## src/lcsr_pkg.sv

```systemverilog
// Purpose: constants and carrier types for the led current setting bank
// Assumes: 8-bit register port driven by the serial control decoder
// Notes: current codes step 12.5 mA; torch tops at 200 mA, flash at 750 mA
package lcsr_pkg;
    // register offsets
    localparam logic [7:0] LCSR_OFF_LED1_TORCH = 8'h08;
    localparam logic [7:0] LCSR_OFF_LED2_FLASH = 8'h09;
    localparam logic [7:0] LCSR_OFF_LED2_MASK = 8'h0A;
    localparam logic [7:0] LCSR_OFF_LED2_TORCH = 8'h0B;
    // field layout
    localparam int LCSR_TORCH_W = 5;
    localparam int LCSR_FLASH_W = 6;
    // reset values: 50 mA, 500 mA, 250 mA, 50 mA
    localparam logic [7:0] LCSR_RST_LED1_TORCH = 8'h04;
    localparam logic [7:0] LCSR_RST_LED2_FLASH = 8'h28;
    localparam logic [7:0] LCSR_RST_LED2_MASK = 8'h14;
    localparam logic [7:0] LCSR_RST_LED2_TORCH = 8'h04;
    // saturation codes: 200 mA and 750 mA
    localparam logic [4:0] LCSR_TORCH_MAX = 5'h10;
    localparam logic [5:0] LCSR_FLASH_MAX = 6'h3C;
    // register port request
    typedef struct packed {
        logic wr;
        logic rd;
        logic [7:0] addr;
        logic [7:0] data;
    } lcsr_req_t;
endpackage

```

## src/lcsr_regs.sv

```systemverilog
// Purpose: led current setting registers with saturated current codes
// Assumes: requests are synchronous to sys_clk, one per cycle at most
// Notes: codes and read data are registered, one cycle behind the store
//
// Contract
// - first led torch code, 12.5 mA, 200 cap
// - second led torch code, same step and cap
// - second led flash code, 750 cap, 500 default
// - second led mask code, 750 cap, 250 default
`timescale 1ns/1ps
module lcsr_regs (
    // clock and reset
    input wire logic sys_clk,
    input wire logic resetn,
    // register port
    input wire lcsr_pkg::lcsr_req_t req,
    output logic [7:0] rd_data,
    output logic rd_valid,
    // analog side
    input wire logic transmit_mask_input,
    output logic [4:0] first_led_torch_code,
    output logic [4:0] second_led_torch_code,
    output logic [5:0] second_led_flash_code,
    output logic [5:0] second_led_mask_code,
    output logic [5:0] second_led_drive_code
);

    ////////////////////////////////////////////////////////////////////////
    // storage
    logic [7:0] led1_torch_current_setting;
    logic [7:0] led2_flash_current_setting;
    logic [7:0] led2_mask_current_setting;
    logic [7:0] led2_torch_current_setting;
    logic [7:0] next_led1_torch;
    logic [7:0] next_led2_flash;
    logic [7:0] next_led2_mask;
    logic [7:0] next_led2_torch;
    logic [7:0] next_rd_data;
    logic next_rd_valid;
    logic [4:0] next_t1;
    logic [4:0] next_t2;
    logic [5:0] next_fl;
    logic [5:0] next_mk;
    logic [5:0] next_drive;

    // saturate a torch code at the 200 mA point
    function automatic logic [4:0] sat_torch(input logic [4:0] c);
        sat_torch = (c > lcsr_pkg::LCSR_TORCH_MAX) ?
            lcsr_pkg::LCSR_TORCH_MAX : c;
    endfunction

    // saturate a flash or mask code at the 750 mA point
    function automatic logic [5:0] sat_flash(input logic [5:0] c);
        sat_flash = (c > lcsr_pkg::LCSR_FLASH_MAX) ?
            lcsr_pkg::LCSR_FLASH_MAX : c;
    endfunction

    ////////////////////////////////////////////////////////////////////////
    // write decode, whole byte kept including reserved bits
    always_comb begin
        next_led1_torch = led1_torch_current_setting;
        next_led2_flash = led2_flash_current_setting;
        next_led2_mask = led2_mask_current_setting;
        next_led2_torch = led2_torch_current_setting;
        if (req.wr && req.addr == lcsr_pkg::LCSR_OFF_LED1_TORCH) begin
            next_led1_torch = req.data;
        end else if (req.wr && req.addr == lcsr_pkg::LCSR_OFF_LED2_FLASH) begin
            next_led2_flash = req.data;
        end else if (req.wr && req.addr == lcsr_pkg::LCSR_OFF_LED2_MASK) begin
            next_led2_mask = req.data;
        end else if (req.wr && req.addr == lcsr_pkg::LCSR_OFF_LED2_TORCH) begin
            next_led2_torch = req.data;
        end
    end

    // register store, defaults on reset
    always_ff @(posedge sys_clk or negedge resetn) begin
        if (!resetn) begin
            led1_torch_current_setting <= lcsr_pkg::LCSR_RST_LED1_TORCH;
            led2_flash_current_setting <= lcsr_pkg::LCSR_RST_LED2_FLASH;
            led2_mask_current_setting <= lcsr_pkg::LCSR_RST_LED2_MASK;
            led2_torch_current_setting <= lcsr_pkg::LCSR_RST_LED2_TORCH;
        end else begin
            led1_torch_current_setting <= next_led1_torch;
            led2_flash_current_setting <= next_led2_flash;
            led2_mask_current_setting <= next_led2_mask;
            led2_torch_current_setting <= next_led2_torch;
        end
    end

    ////////////////////////////////////////////////////////////////////////
    // read decode, unmapped offsets read as zero
    always_comb begin
        next_rd_valid = req.rd;
        next_rd_data = 8'h00;
        if (req.rd && req.addr == lcsr_pkg::LCSR_OFF_LED1_TORCH) begin
            next_rd_data = led1_torch_current_setting;
        end else if (req.rd && req.addr == lcsr_pkg::LCSR_OFF_LED2_FLASH) begin
            next_rd_data = led2_flash_current_setting;
        end else if (req.rd && req.addr == lcsr_pkg::LCSR_OFF_LED2_MASK) begin
            next_rd_data = led2_mask_current_setting;
        end else if (req.rd && req.addr == lcsr_pkg::LCSR_OFF_LED2_TORCH) begin
            next_rd_data = led2_torch_current_setting;
        end
    end

    // read answer register
    always_ff @(posedge sys_clk or negedge resetn) begin
        if (!resetn) begin
            rd_data <= 8'h00;
            rd_valid <= 1'b0;
        end else begin
            rd_data <= next_rd_data;
            rd_valid <= next_rd_valid;
        end
    end

    ////////////////////////////////////////////////////////////////////////
    // current codes from the low field only, saturated
    always_comb begin
        next_t1 = sat_torch(led1_torch_current_setting[4:0]);
        next_t2 = sat_torch(led2_torch_current_setting[4:0]);
        next_fl = sat_flash(led2_flash_current_setting[5:0]);
        next_mk = sat_flash(led2_mask_current_setting[5:0]);
        next_drive = transmit_mask_input ? next_mk : next_fl;
    end

    // code output register
    always_ff @(posedge sys_clk or negedge resetn) begin
        if (!resetn) begin
            first_led_torch_code <= lcsr_pkg::LCSR_RST_LED1_TORCH[4:0];
            second_led_torch_code <= lcsr_pkg::LCSR_RST_LED2_TORCH[4:0];
            second_led_flash_code <= lcsr_pkg::LCSR_RST_LED2_FLASH[5:0];
            second_led_mask_code <= lcsr_pkg::LCSR_RST_LED2_MASK[5:0];
            second_led_drive_code <= lcsr_pkg::LCSR_RST_LED2_FLASH[5:0];
        end else begin
            first_led_torch_code <= next_t1;
            second_led_torch_code <= next_t2;
            second_led_flash_code <= next_fl;
            second_led_mask_code <= next_mk;
            second_led_drive_code <= next_drive;
        end
    end
endmodule // lcsr_regs

```

## config.mk

```make
export PLATFORM = sky130hd
export DESIGN_NAME = lcsr_regs
export DESIGN_NICKNAME = d
export VERILOG_FILES = /design/src/lcsr_pkg.sv /design/src/lcsr_regs.sv
export SDC_FILE = /design/constraint.sdc
export NUM_CORES = 1
export LEC_CHECK = 0
export ABC_CLOCK_PERIOD_IN_PS = 1700
export BUFFER_PORTS_ARGS = -buffer_cell sky130_fd_sc_hd__buf_2
export CAP_MARGIN = 20
export CORE_ASPECT_RATIO = 0.7
export CORE_MARGIN = 3
export CORE_UTILIZATION = 57
export DETAILED_ROUTE_END_ITERATION = 16
export PLACE_DENSITY = 0.88
export SLEW_MARGIN = 20
export SYNTH_ARGS = -nofsm -noshare
export SYNTH_HDL_FRONTEND = slang
export SYNTH_SLANG_ARGS = --single-unit
```

## constraint.sdc

```tcl
create_clock -name sys_clk -period 1.7 [get_ports sys_clk]
set_input_delay 0.085 -clock sys_clk [delete_from_list [all_inputs] [get_ports sys_clk]]
set_output_delay 0.085 -clock sys_clk [all_outputs]
set_load 0.02 [all_outputs]
```

==> reports/metrics.csv, run 1 <==
metric,value,unit
drive_above_1_share,62.9,%
syn_inst,159,
internal_power,0.00274,W
switchingPower,0.000770,W
leakage,1.71,nW
finalCritPeriodShare,76.6,%
finalHoldViolations,0,
critPathLaunchType,flop,
fmax,0.768,GHz
h-tree-depth,3,
maxCapViolations,0,
combPwrFrac,7.5,%
cts_tree,yes,
ioPinCount,58,
cp_max_fo,5,
vias,1526,
rr_startpoint,led2_flash_current_setting[5]$_DFFE_PN1P_,
grt_max_degree,29,
dp_hpwl,3610,um
die_h,63.0,um
p_sw_share,21.9,%
clk_pin_slew,0.07,ns
fin_setup_tns,0,ns
syn_area,2640,sq um
whs_path_depth,2,
antenna_found_initial,0,
final_nets,240,
synthesis.nets,180,
hold_path.class,in -> reg,
grt_pass1_vias,1631,
final_common_cell,buf_2,
cts_root_buffer,clkbuf_8,
crit_type,reg -> reg,
cp.required,1.94,ns
crit_path_end,second_led_drive_code[0]$_DFF_PN0_,
layout_min_cycle_time,1.30,ns
post-route-util,73.2,%
vias_per_cell,5.47,
drt-initial-drc-count,49,
die_x,87.4,um
crit_cells,3,
synth-seq-cells,69,
num-fill-cells,284,
worst_pin_slew,0.445,ns
crit_chain,"nand4_1, and2_1, mux2_2",
most-common-layout-cells,"57 x buf_2, 55 x dfrtp_1, 38 x mux2_2",
start_util,60.0,%
die-area,5500,sq um
slew_viol_final,0,
crit_arrival,1.54,ns
reg2reg_depth,3,
insertion_delay,0.35,ns
cts_buffers,9,
yosysSeqAreaShare,66.0,%
dr.pass1.iters,4,
critPathBufInv,0,
grtUsageTotal,21.8,%
status,finished clean,
skew,0.00980,ns
cp-end-kind,flop,
synthToLayoutAreaGrowth,22.1,%
wl_per_cell,18.7,um
rr_endpoint,second_led_drive_code[0]$_DFF_PN0_,
syn-mean-instance-area,16.6,sq um
detail-route-antenna-nets,0,
power.density,1090,nW/um^2
diodes,0,
drc,0,
cts_resized,0,
cts_max_path_buffers,2,
gp_congestion,0.747,
setup_viol,0,
port_buffers,57,
cts_num_sinks,69,
grt_overflow,0,
power_frac_clock,42.2,%
critPathSlowestCell,dfstp_2,
startpoint,led2_flash_current_setting[5]$_DFFE_PN1P_,
grt_setup_unrepaired,no,
relSlewSlack,70.2,%
grt_pass1_wl,8620,um
peakVddDrop,0.925,mV
fin_hold_ws,0.0131,ns
r2r_slack,0.40,ns
seqPwrFrac,50.3,%
cpLargestDelayFamily,flip-flops,
post_cts_buffers,0,
num_rows,20,
coreArea,4400,sq um
yosysWarnings,0,
drt_wl_total,5210,um
timing.critical_path.slowest_cell_delay,0.58,ns
ctsHoldBuffers,2,
ys_types,16,
-- state kept, by name, indices dropped and copies added (netlist names) --
register	cells
rd_data	8
led2_torch_current_setting	8
second_led_flash_code	6
rd_valid	1
second_led_drive_code	6
second_led_torch_code	5
led2_mask_current_setting	8
second_led_mask_code	6
first_led_torch_code	5
led1_torch_current_setting	8
led2_flash_current_setting	8
-- worst min-delay path by stage --
stage,from,endpoint,slack (ns)
6_report,req[6],led2_flash_current_setting[6]$_DFFE_PN0P_,0.01
5_1_grt,req[6],led2_flash_current_setting[6]$_DFFE_PN0P_,0.008
4_1_cts,req[6],led2_flash_current_setting[6]$_DFFE_PN0P_,0.0008
3_5_place_dp,resetn,second_led_flash_code[2]$_DFF_PN0_,0.03
3_3_place_gp,resetn,second_led_flash_code[2]$_DFF_PN0_,0.03
2_1_floorplan,resetn,first_led_torch_code[0]$_DFF_PN0_,-0.21
-- cell usage after synthesis (all sizes together) --
master | count | area (sq um)
nor3b | 1 | 12.5
dfstp | 14 | 368
nor2 | 2 | 7.51
nor4b | 1 | 23.8
nand4 | 3 | 25.0
nand4b | 2 | 30.0
and2 | 4 | 25.0
clkbuf | 11 | 41.3
mux4 | 8 | 180
nor2b | 16 | 100
mux2 | 38 | 428
dfrtp | 55 | 1380
nand3 | 2 | 15.0
buf | 2 | 10.0
-- power by group through the flow --
| stage | registers [W] | logic, W | clock network, W |
|---|---|---|---|
| after global placement | 0.00179 | 0.000256 | 0 |
| after CTS | 0.00177 | 0.000268 | 0.00151 |
| final | 0.00177 | 0.000264 | 0.00148 |
| after detailed placement | 0.00179 | 0.000263 | 0 |
| after global routing | 0.00177 | 0.000288 | 0.00158 |
| after floorplan | 0.00183 | 0.000102 | 0 |
-- stage by stage --
step                worst slack (ns)  instances  power [W]  area (sq um)
global placement               0.177        261    0.00205          2980
floorplan                      0.476        159    0.00193          2640
global route                   0.336        279    0.00364          3230
CTS                            0.388        279    0.00354          3230
finish                         0.398        279    0.00351          3230
detailed placement             0.162        261    0.00206          2980
-- cells by family after synthesis --
logic type             share of synthesized area, %
buffers and inverters                          1.94
flip-flops                                     66.0
multiplexers                                   23.0
AND/OR/NAND/NOR                                9.04
-- cell type report --
cell class                      instances  area [sq um]  area share (%)
Clock inverter                          4          70.1            2.17
Multi-Input combinational cell         77           847            26.3
Tap cell                               55          68.8            2.13
Clock buffer                           12           155            4.81
Sequential cell                        69          1740            54.1
Timing Repair Buffer                   62           340            10.6
-- per-layer routing --
layer	track usage [%]	vias up	wire (um)
met5	0	-	0
met1	29.4	790	2300
met2	31.7	59	2510
li1	-	670	-
met3	10.3	7	326
met4	6.51	0	70
-- worst register-to-register path: cells and delay by family, from the launching register on --
| family | cells | cell delay [ns] |
|---|---|---|
| DFF | 1 | 0.58 |
| and+or+nand+nor | 2 | 0.36 |
| muxes | 1 | 0.25 |
Note: power is estimated with default switching activity, not from simulation.
==> run 2, diff against run 1 <==
--- a/config.mk
+++ b/config.mk
@@ -5,14 +5,14 @@
 export SDC_FILE = /design/constraint.sdc
 export NUM_CORES = 1
 export LEC_CHECK = 0
-export ABC_CLOCK_PERIOD_IN_PS = 1700
+export ABC_CLOCK_PERIOD_IN_PS = 1300
 export BUFFER_PORTS_ARGS = -buffer_cell sky130_fd_sc_hd__buf_2
 export CAP_MARGIN = 20
 export CORE_ASPECT_RATIO = 0.7
 export CORE_MARGIN = 3
-export CORE_UTILIZATION = 57
+export CORE_UTILIZATION = 53
 export DETAILED_ROUTE_END_ITERATION = 16
-export PLACE_DENSITY = 0.88
+export PLACE_DENSITY = 0.83
 export SLEW_MARGIN = 20
 export SYNTH_ARGS = -nofsm -noshare
 export SYNTH_HDL_FRONTEND = slang
==> constraint.sdc (replaced) <==
create_clock -name sys_clk -period 1.3 [get_ports sys_clk]
set_input_delay 0.065 -clock sys_clk [delete_from_list [all_inputs] [get_ports sys_clk]]
set_output_delay 0.065 -clock sys_clk [all_outputs]
set_load 0.02 [all_outputs]
==> reports/metrics.csv, run 2 (same netlist as run 1, synthesis figures left out) <==
metric,value,unit
grt_overflow,0,
detail-route-antenna-nets,0,
maxCapViolations,0,
worst_pin_slew,0.496,ns
num-fill-cells,302,
num_rows,20,
drt-initial-drc-count,106,
crit_type,reg -> reg,
whs_path_depth,2,
port_buffers,57,
slew_viol_final,0,
fmax,0.779,GHz
peakVddDrop,0.797,mV
dp_hpwl,3920,um
cts_tree,yes,
cts_buffers,9,
insertion_delay,0.34,ns
skew,0.00527,ns
critPathLaunchType,flop,
die-area,5880,sq um
drc,0,
antenna_found_initial,0,
timing.critical_path.slowest_cell_delay,0.57,ns
status,finished clean,
die_h,65.1,um
gp_congestion,0.758,
hp-start,req[4],
clk_pin_slew,0.07,ns
drive_above_1_share,64.1,%
ioPinCount,58,
grt_max_degree,27,
synthToLayoutAreaGrowth,25.7,%
grtUsageTotal,20.9,%
cts_max_path_buffers,2,
grt_pass1_wl,9080,um
power.density,1310,nW/um^2
most-common-layout-cells,"57 x buf_2, 55 x dfrtp_1, 38 x mux2_2",
cp-end-kind,flop,
vias_per_cell,5.23,
die_x,90.4,um
cts_root_buffer,clkbuf_8,
crit_arrival,1.50,ns
reg2reg_depth,3,
critPathSlowestCell,dfstp_2,
setup_viol,0,
finalHoldViolations,0,
dr.pass1.iters,4,
diodes,0,
start_util,58.0,%
leakage,1.76,nW
cp.required,1.52,ns
min_to,led1_torch_current_setting[4]$_DFFE_PN0P_,
finalCritPeriodShare,98.8,%
regArea,1740,sq um
multiInputGateArea,847,sq um
grt_pass1_vias,1795,
layout_min_cycle_time,1.28,ns
crit_chain,"nand4_1, and2_1, mux2_2",
p_total,0.00436,W
r2r_slack,0.02,ns
coreArea,4550,sq um
cts_num_sinks,69,
final_common_cell,buf_2,
wl_per_cell,17.6,um
relSlewSlack,67.0,%
h-tree-depth,3,
drt_wl_total,5340,um
rr_startpoint,led2_mask_current_setting[4]$_DFFE_PN1P_,
hold_path.class,in -> reg,
final_nets,253,
vias,1586,
cts_resized,0,
post-route-util,72.9,%
cp_max_fo,4,
rr_endpoint,second_led_drive_code[1]$_DFF_PN0_,
run 2: changes by cell type in the layout (fill, tap and decap cells not counted), sizes merged:
cell         previous run  this run
buf                    60        71
clkinv                  2         4
dlygate4sd3             2         4
bufinv                  2         1
clkbuf                 12        11
run 2: worst max path at each step:
stage	startpoint	slack [ns]	end	cells past startpoint
floorplan	req[10]	0.1	led2_flash_current_setting[0]$_DFFE_PN0P_	3
global placement	req[10]	-0.05	led2_torch_current_setting[4]$_DFFE_PN0P_	5
detailed placement	req[10]	-0.12	led2_torch_current_setting[1]$_DFFE_PN0P_	5
CTS	led2_mask_current_setting[4]$_DFFE_PN1P_	0.003	second_led_drive_code[1]$_DFF_PN0_	3
global route	led2_mask_current_setting[4]$_DFFE_PN1P_	-0.01	second_led_drive_code[0]$_DFF_PN0_	3
finish	led2_mask_current_setting[4]$_DFFE_PN1P_	0.02	second_led_drive_code[1]$_DFF_PN0_	3
run 2: layout make-up:
class	instances	area share, %
well taps	66	2.49
repair buffers	75	13.7
clock buffers	11	4.26
multi-input cells	77	25.5
clock inverters	5	1.51
flip-flops and latches	69	52.5
run 2: critical path: cells and delay by family (launching register included):
family	cells	cell delay [ns]
simple gates	2	0.32
mux	1	0.27
flops	1	0.57
run 2: routing by layer:
layer | vias to the layer above | track usage, % | wire length [um]
met4 | 0 | 8.78 | 75
met2 | 62 | 35.1 | 2740
met3 | 8 | 7.42 | 310
li1 | 700 | - | -
met5 | - | 0 | 0
met1 | 816 | 24.7 | 2220
run 2: stage by stage:
| step | setup TNS (ns) | std cells | worst slack, ns | instance area (sq um) | hold WS [ns] |
|---|---|---|---|---|---|
| 2_1_floorplan | 0 | 159 | 0.0964 | 2640 | -0.231 |
| 3_3_place_gp | -0.590 | 279 | -0.0466 | 3060 | 0.0388 |
| 3_5_place_dp | -1.73 | 279 | -0.117 | 3060 | 0.0545 |
| 4_1_cts | 0 | 299 | 0.00285 | 3290 | 0.000736 |
| 5_1_grt | -0.0221 | 303 | -0.0122 | 3320 | 0.0134 |
| 6_report | 0 | 303 | 0.0156 | 3320 | 0.0191 |
run 2: power by group:
group	internal [W]	switching (W)
registers	0.00225	0.0000475
logic	0.000180	0.000206
clock network	0.000925	0.000750
total	0.00336	0.00100
run 2: repair_timing:
item / in CTS / in global routing
hold endpoints to repair: 20 / 0
hold buffers: 4 / 0
endpoints found under the setup margin: 0 / 2
setup buffers: 0 / 4
